`src/adc_ctrl_pkg.sv`:
```
// Purpose: shared constants and carrier types for the converter control block
// Assumes: 32-bit APB register bus, one clock domain
// Notes:   offsets are byte addresses, each register one aligned word
package adc_ctrl_pkg;

  // register byte offsets
  localparam logic [7:0] CTRL_TWO_OFFSET   = 8'h00;
  localparam logic [7:0] IRQ_STATUS_OFFSET = 8'h04;
  localparam logic [7:0] IRQ_MASK_OFFSET   = 8'h08;
  localparam logic [7:0] CORE_STATE_OFFSET = 8'h0C;

  // control register field positions
  localparam int REF_SEL_LSB    = 13;
  localparam int REF_SEL_W      = 3;
  localparam int RESERVED_BIT   = 12;
  localparam int SCAN_BIT       = 10;
  localparam int FILL_BIT       = 7;
  localparam int INTERVAL_LSB   = 2;
  localparam int INTERVAL_W     = 4;
  localparam int SPLIT_BIT      = 1;
  localparam int ALT_BIT        = 0;

  // core state register field positions
  localparam int STATE_IDX_LSB  = 0;
  localparam int STATE_FILL_BIT = 4;
  localparam int STATE_MUXB_BIT = 5;

  // interrupt status and mask layout
  localparam int IRQ_INTERVAL_BIT = 0;

  // reference selection codes
  localparam logic [2:0] REF_SUPPLY_GND  = 3'h0;
  localparam logic [2:0] REF_EXTP_GND    = 3'h1;
  localparam logic [2:0] REF_SUPPLY_EXTN = 3'h2;
  localparam logic [2:0] REF_EXT_BOTH    = 3'h3;

  // result buffer word indices
  localparam logic [3:0] FIRST_WORD      = 4'h0;
  localparam logic [3:0] LOWER_LAST_WORD = 4'h7;
  localparam logic [3:0] UPPER_BASE_WORD = 4'h8;
  localparam logic [3:0] LAST_WORD       = 4'hF;

  // reset values
  localparam logic [2:0] REF_SEL_RESET  = 3'h0;
  localparam logic [3:0] INTERVAL_RESET = 4'h0;
  localparam logic       CTRL_BIT_RESET = 1'b0;
  localparam logic       MASK_RESET     = 1'b0;

  // commands towards the converter core
  typedef struct packed {
    logic       ref_upper_ext;  // upper reference from external positive pin
    logic       ref_lower_ext;  // lower reference from external negative pin
    logic       scan_enable;    // scan inputs of the first multiplexer
    logic       scan_step;      // advance scan pointer, one-cycle pulse
    logic       use_mux_b;      // next sample uses the second multiplexer
    logic       split_mode;     // buffer in two halves
    logic       fill_half;      // half currently being filled
    logic [3:0] word_idx;       // buffer word the next result goes to
  } core_cmd_t;

  // events from the converter core
  typedef struct packed {
    logic sample_done;    // one conversion result written
    logic sequence_done;  // one sample/convert sequence complete
  } core_evt_t;

endpackage : adc_ctrl_pkg

```
`src/seq_interval_counter.sv`:
```
// Purpose: counts completed sequences and flags the end of each interval
// Assumes: seq_done is a one-cycle pulse on pclk
// Notes:   interval_done is combinational, asserted with the closing pulse
module seq_interval_counter #(
  parameter int CNT_W = 4
) (
  input  wire logic             pclk,          // system clock
  input  wire logic             presetn,       // async reset, active low
  input  wire logic             seq_done,      // sequence complete pulse
  input  wire logic [CNT_W-1:0] interval,      // sequences per interval minus one
  input  wire logic             restart,       // clear the count
  output logic                  interval_done  // interval closes this cycle
);
  import adc_ctrl_pkg::*;

  typedef struct packed {
    logic [CNT_W-1:0] count;
  } cnt_state_t;

  cnt_state_t s;
  cnt_state_t next_s;
  logic       hit;

  // refuse widths the counter cannot serve
  if (CNT_W < 1)
  begin : g_bad_width
    $error("seq_interval_counter needs CNT_W of at least 1");
  end

  // count up to the interval value, then wrap
  always_comb
  begin
    next_s = s;
    hit = seq_done && (s.count == interval);
    if (restart)
    begin
      next_s.count = '0;
    end
    else if (hit)
    begin
      next_s.count = '0;
    end
    else if (seq_done)
    begin
      next_s.count = CNT_W'(s.count + 1'b1);
    end
    interval_done = hit && !restart;
  end

  // state register
  always_ff @(posedge pclk or negedge presetn)
  begin
    if (!presetn)
    begin
      s <= '0;
    end
    else
    begin
      s <= next_s;
    end
  end

endmodule : seq_interval_counter

```
`src/adc_sequence_buffer_control.sv`:
```
// Purpose: second converter control register, buffer fill and mux sequencing
// Assumes: APB slave, core events are pulses on pclk, irq is a level
// Notes:   a ctrl write restarts the interval and the buffer position
// Notes on behaviour
// - reference field in bits 15..13 picks refs
// - codes 0..3 decode, 1xx acts as 000
// - bits 11, 9, 8, 6 read zero
// - scan bit set scans first mux inputs
// - fill bit shows half being filled, split only
// - interrupt every interval field plus one sequences
// - split bit gives two halves, else sixteen words
// - alternate bit: first A, then B, A, ...
module adc_sequence_buffer_control (
  input  wire logic                   pclk,     // system clock, 100 MHz
  input  wire logic                   presetn,  // async reset, active low
  input  wire logic                   psel,     // APB select
  input  wire logic                   penable,  // APB access phase
  input  wire logic                   pwrite,   // APB write
  input  wire logic [7:0]             paddr,    // APB byte address
  input  wire logic [31:0]            pwdata,   // APB write data
  output logic      [31:0]            prdata,   // APB read data
  output logic                        pready,   // APB ready
  output logic                        pslverr,  // APB error, unmapped address
  input  wire adc_ctrl_pkg::core_evt_t core_evt, // events from converter core
  output adc_ctrl_pkg::core_cmd_t     core_cmd, // commands to converter core
  output logic                        irq       // conversion interrupt level
);
  import adc_ctrl_pkg::*;

  typedef struct packed {
    logic [2:0]  ref_sel;
    logic        scan_en;
    logic [3:0]  interval;
    logic        split;
    logic        alt;
    logic        fill_half;
    logic [3:0]  word_idx;
    logic        mux_b;
    logic        irq_status;
    logic        irq_mask;
    logic        pready;
    logic        pslverr;
    logic [31:0] prdata;
    logic        irq;
    core_cmd_t   cmd;
  } state_t;

  state_t s;
  state_t next_s;
  logic   access;
  logic   commit;
  logic   wr_ctrl;
  logic   wr_status;
  logic   wr_mask;
  logic   interval_done;

  // bus phase decode
  assign access    = psel && penable;
  assign commit    = access && s.pready && pwrite;
  assign wr_ctrl   = commit && (paddr == CTRL_TWO_OFFSET);
  assign wr_status = commit && (paddr == IRQ_STATUS_OFFSET);
  assign wr_mask   = commit && (paddr == IRQ_MASK_OFFSET);

  // interval counter, restarted by any ctrl write
  seq_interval_counter #(
    .CNT_W         (INTERVAL_W)
  ) u_interval (
    .pclk          (pclk),
    .presetn       (presetn),
    .seq_done      (core_evt.sequence_done),
    .interval      (s.interval),
    .restart       (wr_ctrl),
    .interval_done (interval_done)
  );

  // next state: bus, register file, buffer and mux sequencing
  always_comb
  begin
    logic [31:0] rd_val;
    logic        hit;
    logic [3:0]  last;
    logic [3:0]  base;
    rd_val = '0;
    hit    = 1'b1;
    last   = LAST_WORD;
    base   = FIRST_WORD;
    next_s = s;

    // read value; unimplemented and reserved bits stay zero
    unique case (paddr)
      CTRL_TWO_OFFSET:
      begin
        rd_val[REF_SEL_LSB +: REF_SEL_W]   = s.ref_sel;
        rd_val[SCAN_BIT]                   = s.scan_en;
        rd_val[FILL_BIT]                   = s.split && s.fill_half;
        rd_val[INTERVAL_LSB +: INTERVAL_W] = s.interval;
        rd_val[SPLIT_BIT]                  = s.split;
        rd_val[ALT_BIT]                    = s.alt;
      end
      IRQ_STATUS_OFFSET: rd_val[IRQ_INTERVAL_BIT] = s.irq_status;
      IRQ_MASK_OFFSET:   rd_val[IRQ_INTERVAL_BIT] = s.irq_mask;
      CORE_STATE_OFFSET:
      begin
        rd_val[STATE_IDX_LSB +: 4] = s.word_idx;
        rd_val[STATE_FILL_BIT]     = s.fill_half;
        rd_val[STATE_MUXB_BIT]     = s.mux_b;
      end
      default: hit = 1'b0;
    endcase

    // one wait state: ready in the second access cycle
    next_s.pready  = access && !s.pready;
    next_s.pslverr = access && !s.pready && !hit;
    next_s.prdata  = (access && !s.pready && !pwrite) ? rd_val : '0;

    // buffer region for word advance
    // half or whole buffer
    if (s.split)
    begin
      last = s.fill_half ? LAST_WORD : LOWER_LAST_WORD;
      base = s.fill_half ? UPPER_BASE_WORD : FIRST_WORD;
    end

    // each result moves to the next word, wrapping within the region
    if (core_evt.sample_done)
    begin
      next_s.word_idx = (s.word_idx == last) ? base : 4'(s.word_idx + 4'h1);
      next_s.mux_b = s.alt && !s.mux_b;
    end

    // interval end: new half in split mode, sequence restarts on mux A
    if (interval_done)
    begin
      next_s.mux_b = 1'b0;
      if (s.split)
      begin
        next_s.fill_half = !s.fill_half;
        next_s.word_idx  = s.fill_half ? FIRST_WORD : UPPER_BASE_WORD;
      end
      else
      begin
        next_s.word_idx = FIRST_WORD;
      end
    end

    // control register write; bit 12 is not stored
    // reference field store
    if (wr_ctrl)
    begin
      next_s.ref_sel   = pwdata[REF_SEL_LSB +: REF_SEL_W];
      next_s.scan_en   = pwdata[SCAN_BIT];
      next_s.interval  = pwdata[INTERVAL_LSB +: INTERVAL_W];
      next_s.split     = pwdata[SPLIT_BIT];
      next_s.alt       = pwdata[ALT_BIT];
      next_s.fill_half = 1'b0;
      next_s.word_idx  = FIRST_WORD;
      next_s.mux_b     = 1'b0;
    end

    // sticky status: write one to clear, a new event wins
    // interval interrupt flag
    if (wr_status && pwdata[IRQ_INTERVAL_BIT])
    begin
      next_s.irq_status = 1'b0;
    end
    if (interval_done)
    begin
      next_s.irq_status = 1'b1;
    end
    if (wr_mask)
    begin
      next_s.irq_mask = pwdata[IRQ_INTERVAL_BIT];
    end
    next_s.irq = next_s.irq_status && next_s.irq_mask;

    // commands to the core, all registered
    // reference decode
    next_s.cmd.ref_upper_ext = (next_s.ref_sel == REF_EXTP_GND) ||
                               (next_s.ref_sel == REF_EXT_BOTH);
    next_s.cmd.ref_lower_ext = (next_s.ref_sel == REF_SUPPLY_EXTN) ||
                               (next_s.ref_sel == REF_EXT_BOTH);
    next_s.cmd.scan_enable = next_s.scan_en;
    next_s.cmd.scan_step   = core_evt.sample_done && s.scan_en && !s.mux_b;
    next_s.cmd.use_mux_b   = next_s.mux_b;
    next_s.cmd.split_mode  = next_s.split;
    next_s.cmd.fill_half   = next_s.fill_half;
    next_s.cmd.word_idx    = next_s.word_idx;
  end

  // state register
  always_ff @(posedge pclk or negedge presetn)
  begin
    if (!presetn)
    begin
      s            <= '0;
      s.ref_sel    <= REF_SEL_RESET;
      s.interval   <= INTERVAL_RESET;
      s.scan_en    <= CTRL_BIT_RESET;
      s.split      <= CTRL_BIT_RESET;
      s.alt        <= CTRL_BIT_RESET;
      s.irq_mask   <= MASK_RESET;
    end
    else
    begin
      s <= next_s;
    end
  end

  // outputs straight from the state register
  assign prdata   = s.prdata;
  assign pready   = s.pready;
  assign pslverr  = s.pslverr;
  assign core_cmd = s.cmd;
  assign irq      = s.irq;

  // sequences counted since the last interval end, for checking only
  logic [4:0] seq_seen;
  always_ff @(posedge pclk or negedge presetn)
  begin
    if (!presetn)
    begin
      seq_seen <= 5'h00;
    end
    else if (wr_ctrl || interval_done)
    begin
      seq_seen <= 5'h00;
    end
    else if (core_evt.sequence_done)
    begin
      seq_seen <= 5'(seq_seen + 5'h01);
    end
  end
endmodule : adc_sequence_buffer_control

```
`config.mk`:
```
export PLATFORM = sky130hd
export DESIGN_NAME = adc_sequence_buffer_control
export DESIGN_NICKNAME = d
export VERILOG_FILES = /design/src/adc_ctrl_pkg.sv /design/src/seq_interval_counter.sv /design/src/adc_sequence_buffer_control.sv
export SDC_FILE = /design/constraint.sdc
export NUM_CORES = 1
export LEC_CHECK = 0
export ABC_AREA = 1
export BUFFER_PORTS_ARGS = -buffer_cell sky130_fd_sc_hd__buf_2
export CORE_ASPECT_RATIO = 0.6
export CORE_MARGIN = 5
export CORE_UTILIZATION = 30
export CTS_CLUSTER_DIAMETER = 80
export DETAILED_ROUTE_END_ITERATION = 16
export GPL_TIMING_DRIVEN = 0
export SYNTH_ARGS = -nofsm -noshare
export SYNTH_HDL_FRONTEND = slang
export SYNTH_SLANG_ARGS = --single-unit
```
`constraint.sdc`:
```
create_clock -name pclk -period 1.6 [get_ports pclk]
set_clock_uncertainty 0.15 [all_clocks]
set_input_delay 0.08 -clock pclk [delete_from_list [all_inputs] [get_ports pclk]]
set_output_delay 0.08 -clock pclk [all_outputs]
set_load 0.01 [all_outputs]
```
==> After elaboration in Yosys (flattened, before gate mapping) <==
Cells that the tools add are included.
{ "word_totals": {"output_inout_bits": 46, "reg_bits": 44, "wordCells": 84, "input_bits": 47} }
{ "classes": {"addsub": 2, "n_eq_ne": 8, "muxes": 24, "reduce_logical": 32} }
{ "ops": {"columns": ["cell", "n"], "rows": [
  ["4-bit 2-to-1 mux", 10],
  ["16-bit 2-to-1 mux", 2],
  ["1-bit logical AND", 17],
  ["8-bit by 4-bit equality test with 1-bit output (second input constant)", 2],
  ["5-bit case mux with 2 select lines", 1],
  ["4-bit by 1-bit adder with 4-bit output (second input constant)", 2],
  ["4-bit equality test", 2],
  ["8-bit by 3-bit equality test with 1-bit output (second input constant)", 1],
  ["8-bit logical NOT", 1],
  ["1-bit 2-to-1 mux", 7],
  ["3-bit by 2-bit equality test with 1-bit output (second input constant)", 2],
  ["1-bit logical NOT", 6],
  ["6-bit 2-to-1 mux", 1],
  ["3-bit nonzero test", 2],
  ["5-bit 2-to-1 mux", 1],
  ["1-bit case mux with 4 select lines", 1],
  ["2-bit nonzero test", 2],
  ["4-bit OR reduction", 1],
  ["3-bit by 1-bit equality test with 1-bit output (second input constant)", 1],
  ["3-bit 2-to-1 mux", 1],
  ["1-bit logical OR", 2],
  ["2-bit AND reduction", 1]
]} }

==> Longest topological paths before layout <==
Gate-level depths: netlist (run 1).
{ "logic_depth": {"depth_word": 10, "mapped_depth": 10, "depth_no_buf": 10} }

==> Modules after synthesis <==
From an unflattened synthesis (run 1), not the netlist that was laid out.
{ "hier_totals": {"cells_unflattened": 266, "hier_area_um2": 2205.9} }
{ "modules_own_cells": {"columns": ["mod", "n_inst", "seq_area_each_um2", "cells_per_inst", "area_each_um2"], "rows": [
  ["adc_sequence_buffer_control", 1, 875.8, 217, 1905.6],
  ["seq_interval_counter", 1, 100.1, 49, 300.3]
]} }

==> Worst setup path after synthesis (run 1) <==
OpenSTA, ideal clock, no wires.
{ "synth_path": {"kind": "reg2reg", "startpoint": "register s (netlist bit pready)", "endpoint": "register u_interval.s[0] (netlist bit)", "required_time_ns": 1.324, "slack_ns": 0.253, "path_buffers": 0, "path_stages_with_launch": 8, "setup_ns": 0.126, "arrival_ns": 1.071, "synth_period_minus_slack_ns": 1.347, "cell_sequence": "dfrtp_1 nand2_1 nor2_1 nand2_2 nand2_1 inv_2 nand3_1 o21ai_0"} }
{ "synth_between": {"elab_chain_cells": 4, "word_cells_on_any_way": 5} }
{ "synth_lines": {"columns": ["element", "line_no", "rtl"], "rows": [
  ["from (decl)", "adc_sequence_buffer_control.sv:48", "state_t s;"],
  ["from (signal assigned)", "adc_sequence_buffer_control.sv:205", "s <= next_s;"],
  ["1-bit logical AND (*) (2 in series)", "adc_sequence_buffer_control.sv:59", "assign commit = access && s.pready && pwrite;"],
  ["1-bit logical AND (*)", "adc_sequence_buffer_control.sv:60", "assign wr_ctrl = commit && (paddr == CTRL_TWO_OFFSET);"],
  ["3-bit nonzero test (no line) or 4-bit 2-to-1 mux (tied branches)", null, null],
  ["to (signal assigned)", "seq_interval_counter.sv:59", "s <= next_s;"],
  ["to (decl)", "seq_interval_counter.sv:20", "cnt_state_t s;"]
]} }
Every way passes the cells marked *; elsewhere a longest branch is shown, timed or not.
A chain may end at the register's enable or synchronous reset.

==> flow_metrics.env, run 1 <==
export IMPL_finalCritPeriodShare=0.936
export IMPL_synthTopCellsByCount="nand2_1, buf_4, dfrtp_1"
export IMPL_max_cap_viol_count=0
export IMPL_seqCellArea_sq_um=978
export IMPL_start_kind="flop"
export IMPL_outcome="complete, no violations"
export IMPL_fin_crit_ns=1.50
export IMPL_critPathKind="reg -> reg"
export IMPL_max_stage_delay_ns=0.46
export IMPL_rsz0062_at_grt="yes"
export IMPL_critPathRequiredTime_ns=1.62
export IMPL_wl_per_cell_um=10.9
export IMPL_coreArea_sq_mm=0.00682
export IMPL_syn_to_final_growth_pct=35.0
export IMPL_layout_drive_gt1_share=0.330
export IMPL_p_per_area_mw_per_mm2=1050
export IMPL_diodes=0
export IMPL_fin_cells=442
export IMPL_place_inst=421
export IMPL_overflow=0
export IMPL_cts_buffers=5
export IMPL_postCtsSetupRepairBufs=0
export IMPL_avgSynthCellArea_sq_um=8.11
export IMPL_nFillCells=682
export IMPL_dp_hpwl_mm=3.79
export IMPL_fmax_mhz=668
export IMPL_nNetsFinal=403
export IMPL_drc=0
export IMPL_cts_sink_count=39
export IMPL_cts_tree="built"
export IMPL_syn_area_sq_mm=0.00215
export IMPL_yosys_area_top_type="dfrtp_1"
export IMPL_cpMostUsedCell="nand2_1"
export IMPL_tightest_slew_ns=0.852
export IMPL_hold_class="in -> reg"
export IMPL_clk_latency_ns=0.28
export IMPL_grt_pass1_vias=1675
export IMPL_drt_iter0_markers=77
export IMPL_cp_end_kind="flop"
export IMPL_grt_first_pass_wirelength_mm=7.78
export IMPL_synthTopCellsByArea="dfrtp_1, buf_4, nand2_1, inv_1, nor2_1"
export IMPL_via_per_inst=3.99
export IMPL_die_height_um=75.6
export IMPL_drt_pass1_iterations=4
export IMPL_wl_mm=4.84
export IMPL_synth_cells=265
export IMPL_synthArstFlopShare=1.00
export IMPL_vdd_drop_max_mv=0.485
export IMPL_synth_cell_types=25
export IMPL_final_core_util=0.426
export IMPL_port_buffers=49
export IMPL_synth_most_common_cell="nand2_1"
export IMPL_cts_root_buffer="clkbuf_16"
export IMPL_cp_max_fo=7
export IMPL_cp_cell_sequence="ha_1 -> nand2_1 -> inv_1 -> nand3_1 -> nand2_1 -> nand4_1 -> nand2_1 -> nand2_1 -> nand2_1"
export IMPL_drv_slew=0
export IMPL_ys_flop_type="dfrtp_1"
export IMPL_slew_headroom=0.432
export IMPL_leakagePower_uw=0.00164
export IMPL_antenna_found_initial=0
export IMPL_grt_max_degree=40
export IMPL_die_w_um=119
export IMPL_critical_path_slowest_cell="dfrtp_2"
export IMPL_clock_path_buffers=2
export IMPL_yosysSeqAreaShare=0.454
export IMPL_place_congestion=0.789
export IMPL_cts_max_level=2
export IMPL_synth_edff_count=0
export IMPL_fin_area_sq_mm=0.00290
export IMPL_worst_ep_arrival_time_ns=1.52
export IMPL_num_vias=1765
export IMPL_worstRegToRegCells=9
export IMPL_dieArea_sq_mm=0.00901
export IMPL_io_pins=93
export IMPL_dpl_cell_area_sq_mm=0.00258
export IMPL_synth_top_area_frac=0.454
export IMPL_whs_path_depth=4
export IMPL_ys_warn_count=0
export IMPL_multi_input_area_sq_um=813
export IMPL_path_clk_slew_ns=0.06
export IMPL_grt_usage=0.110
export IMPL_whs_ns=0.0206
export IMPL_hold_violations=0
export IMPL_ys_ff_latch=39
export IMPL_initial_core_util=0.315
export IMPL_setup_viol=0
export IMPL_rows=23
export IMPL_drtAntennaViolNets=0
## worst paths after layout
kind                             startpoint           to  slack, ns
worst max-delay path            core_cmd[0]  core_cmd[3]       0.10
worst min-delay path             pwdata[14]        s[62]       0.02
worst max register to register  core_cmd[0]  core_cmd[3]       0.10
worst min register to register        s[63]   prdata[15]       0.34
max in group asynchronous           presetn  core_cmd[1]       0.42
min in group asynchronous           presetn   prdata[14]       0.30
## critical path: cells and delay by family (launching register included)
kind                     cells  cell delay, ns
AND/OR/NAND/NOR              7            0.49
flip-flops                   1            0.46
adder cells (fa/ha/maj)      1            0.23
buffers and inverters        1            0.05
## metal layers
layer	share of wire	vias up	routed length [um]	GRT usage
li1	-	941	-	-
met1	0.49	772	2360	0.151
met2	0.44	47	2120	0.167
met3	0.063	5	305	0.0349
met4	0.010	0	49	0.0385
met5	0	-	0	0
## state kept, by name, summed over array words and instances (netlist names)
signal / flops
u_interval.s: 4
core_cmd: 11
prdata: 11
irq: 1
s: 10
pslverr: 1
pready: 1
## area by class of cell
class	count	share of cell area
Clock buffer	5	0.0431
Sequential cell	39	0.337
Inverter	31	0.0401
Tap cell	87	0.0375
Buffer	45	0.118
Timing Repair Buffer	62	0.129
Clock inverter	3	0.0151
Multi-Input combinational cell	170	0.280
## power by group
part / total (uW) / internal, uW / switching [uW] / leakage, uW
logic: 671 / 319 / 352 / 0.00107
registers: 1250 / 1110 / 144 / 0.000489
clock network: 1120 / 734 / 390 / 0.0000838
## what timing repair did
action / in CTS / in global routing
hold buffers: 13 / 0
endpoints found under the hold margin: 55 / 0
gates resized for setup: 0 / 8
endpoints found under the setup margin: 0 / 21
## through the flow
stage / total power (uW) / setup slack [ns] / TNS [ns]
floorplan: 1680 / 0.253 / 0
global route: 3250 / -0.0224 / -0.0224
CTS: 3070 / 0.0114 / 0
global placement: 1890 / 0.0163 / 0
detailed placement: 1900 / 0.0272 / 0
finish: 3050 / 0.102 / 0
## kinds of logic after synthesis
| kind of cell | Yosys count | share of synthesized area |
|---|---|---|
| buffers and inverters | 76 | 0.213 |
| XOR/XNOR | 2 | 0.00815 |
| other | 1 | 0.00174 |
| AO/OA/AOI/OAI | 24 | 0.0611 |
| AND/OR/NAND/NOR | 121 | 0.250 |
| adder cells (fa/ha/maj) | 2 | 0.0116 |
| flip-flops | 39 | 0.454 |
## cells in the final DEF (no fill, tap or decap), types with 13 or more instances in the layout
| cell type | Yosys | final |
|---|---|---|
| nand3_1 | 17 | 16 |
| nor2_1 | 26 | 25 |
| inv_1 | 29 | 29 |
| buf_2 | 0 | 49 |
| dfrtp_1 | 39 | 37 |
| buf_4 | 44 | 44 |
| nand2_1 | 64 | 62 |
| dlygate4sd3_1 | 0 | 13 |
| conb_1 | 1 | 21 |
| o21ai_0 | 14 | 14 |
(Power assumes the default switching activity.)
==> run 2, diff against run 1 <==
--- a/config.mk
+++ b/config.mk
@@ -9,10 +9,11 @@
 export BUFFER_PORTS_ARGS = -buffer_cell sky130_fd_sc_hd__buf_2
 export CORE_ASPECT_RATIO = 0.6
 export CORE_MARGIN = 5
-export CORE_UTILIZATION = 30
+export CORE_UTILIZATION = 45
 export CTS_CLUSTER_DIAMETER = 80
 export DETAILED_ROUTE_END_ITERATION = 16
 export GPL_TIMING_DRIVEN = 0
+export PLACE_DENSITY = 0.76
 export SYNTH_ARGS = -nofsm -noshare
 export SYNTH_HDL_FRONTEND = slang
 export SYNTH_SLANG_ARGS = --single-unit
==> run 2 against run 1 <==
Against the previous run:
- cell area shrank 3.8%
- critical endpoint is now core_cmd[10]
- first-iteration DRC count grew 36%
- combinational power shrank 1%
- via count grew 4.1%
- clock power shrank 42%
- sequential share of layout area grew 1.3 points
- sequential cell count is the same
- highest routed layer unchanged
- largest cell class unchanged
==> flow_metrics.env, run 2 (synthesis results as in run 1) <==
export IMPL_coreArea_sq_mm=0.00459
export IMPL_whs_path_depth=4
export IMPL_p_per_area_mw_per_mm2=918
export IMPL_max_cap_viol_count=0
export IMPL_grt_max_degree=40
export IMPL_grt_usage=0.155
export IMPL_critPathKind="reg -> reg"
export IMPL_io_pins=93
export IMPL_die_w_um=99.2
export IMPL_hold_class="in -> reg"
export IMPL_path_clk_slew_ns=0.08
export IMPL_fin_crit_ns=1.48
export IMPL_final_core_util=0.608
export IMPL_layout_drive_gt1_share=0.326
export IMPL_worstRegToRegCells=6
export IMPL_rows=19
export IMPL_initial_core_util=0.469
export IMPL_dieArea_sq_mm=0.00630
export IMPL_hold_end="s[62]"
export IMPL_leakagePower_uw=0.00160
export IMPL_cp_end_kind="flop"
export IMPL_wl_mm=4.67
export IMPL_via_per_inst=4.38
export IMPL_cts_sink_count=39
export IMPL_outcome="complete, no violations"
export IMPL_cts_root_buffer="clkbuf_8"
export IMPL_cts_max_level=2
export IMPL_num_vias=1837
export IMPL_drt_pass1_iterations=4
export IMPL_nNetsFinal=404
export IMPL_drv_slew=0
export IMPL_overflow=0
export IMPL_syn_to_final_growth_pct=29.9
export IMPL_layout_commonest_cell="nand2_1"
export IMPL_drtAntennaViolNets=0
export IMPL_nFillCells=403
export IMPL_port_buffers=49
export IMPL_cp_max_fo=4
export IMPL_total_power_uw=2560
export IMPL_rsz0062_at_grt="yes"
export IMPL_critPathRequiredTime_ns=1.62
export IMPL_seqCellArea_sq_um=978
export IMPL_most_common_layout_cells="nand2_1, buf_2, buf_4, dfrtp_1, inv_1"
export IMPL_wl_per_cell_um=11.1
export IMPL_worstHoldStart="pwdata[14]"
export IMPL_timing_rr_end="core_cmd[10]"
export IMPL_fin_setup_tns_ns=0
export IMPL_worst_ep_arrival_time_ns=1.50
export IMPL_dp_hpwl_mm=3.60
export IMPL_diodes=0
export IMPL_finalCritPeriodShare=0.925
export IMPL_clk_latency_ns=0.29
export IMPL_antenna_found_initial=0
export IMPL_fmax_mhz=676
export IMPL_setup_viol=0
export IMPL_drc=0
export IMPL_drt_iter0_markers=105
export IMPL_vdd_drop_max_mv=0.674
export IMPL_die_height_um=63.5
export IMPL_slew_headroom=0.434
export IMPL_start_kind="flop"
export IMPL_multi_input_area_sq_um=806
export IMPL_whs_ns=0.0206
export IMPL_cts_tree="built"
export IMPL_cts_buffers=5
export IMPL_tightest_slew_ns=0.849
export IMPL_rr_startpoint="pready"
export IMPL_grt_first_pass_wirelength_mm=7.73
export IMPL_clock_path_buffers=2
export IMPL_rrSetupSlack_ns=0.12
export IMPL_place_congestion=0.833
export IMPL_grt_pass1_vias=1649
export IMPL_postCtsSetupRepairBufs=0
export IMPL_hold_violations=0
run 2: worst max-delay path, cell delays in order (launching register included):
cell and delay [ns]:
dfrtp_1 0.41, nand2_1 0.10, nor2_2 0.06, nand2_2 0.12
inv_1 0.10, o21ai_0 0.32, nor2_1 0.10
run 2: cell type report:
cell class | instances | share of cell area
flip-flops and latches | 39 | 0.351
multi-input cells | 170 | 0.289
repair buffers | 63 | 0.138
plain buffers | 45 | 0.122
inverters | 31 | 0.0417
well taps | 63 | 0.0282
clock buffers | 6 | 0.0260
clock inverters | 2 | 0.00448
run 2: layer usage:
| metal | share of wire | GRT usage | wire [um] | up-vias |
|---|---|---|---|---|
| li1 | - | - | - | 940 |
| met3 | 0.072 | 0.0584 | 336 | 2 |
| met2 | 0.44 | 0.222 | 2070 | 56 |
| met5 | 0 | 0 | 0 | - |
| met4 | 0.0036 | 0.0307 | 17 | 0 |
| met1 | 0.48 | 0.222 | 2250 | 839 |
run 2: worst max path at each step:
stage               startpoint         endpoint  slack, ns  cells after the start
6_report                pready     core_cmd[10]       0.12                      6
5_1_grt        u_interval.s[0]  u_interval.s[3]      -0.01                      9
4_1_cts                 pready  u_interval.s[1]      0.003                      7
3_5_place_dp            pready  u_interval.s[0]       0.02                      7
3_3_place_gp            pready  u_interval.s[3]       0.04                      7
2_1_floorplan           pready  u_interval.s[0]       0.25                      7
run 2: report_power, final:
part / leakage [uW] / internal, uW / switching (uW)
Clock: 0.0000412 / 305 / 349
Combinational: 0.00107 / 321 / 342
Sequential: 0.000489 / 1110 / 139
run 2: metrics by stage:
stage / instance area [sq um] / cells / setup WS [ns]
after floorplan: 2220 / 285 / 0.253
after global placement: 2550 / 397 / 0.0401
after detailed placement: 2550 / 397 / 0.0193
after CTS: 2770 / 419 / 0.00253
after global routing: 2790 / 419 / -0.0121
final: 2790 / 419 / 0.121
run 2: what timing repair did:
action                                 CTS  global route
resized for setup                        0             7
endpoints found under the hold margin   57             0
setup endpoints to repair                0            23
hold buffers                            14             0
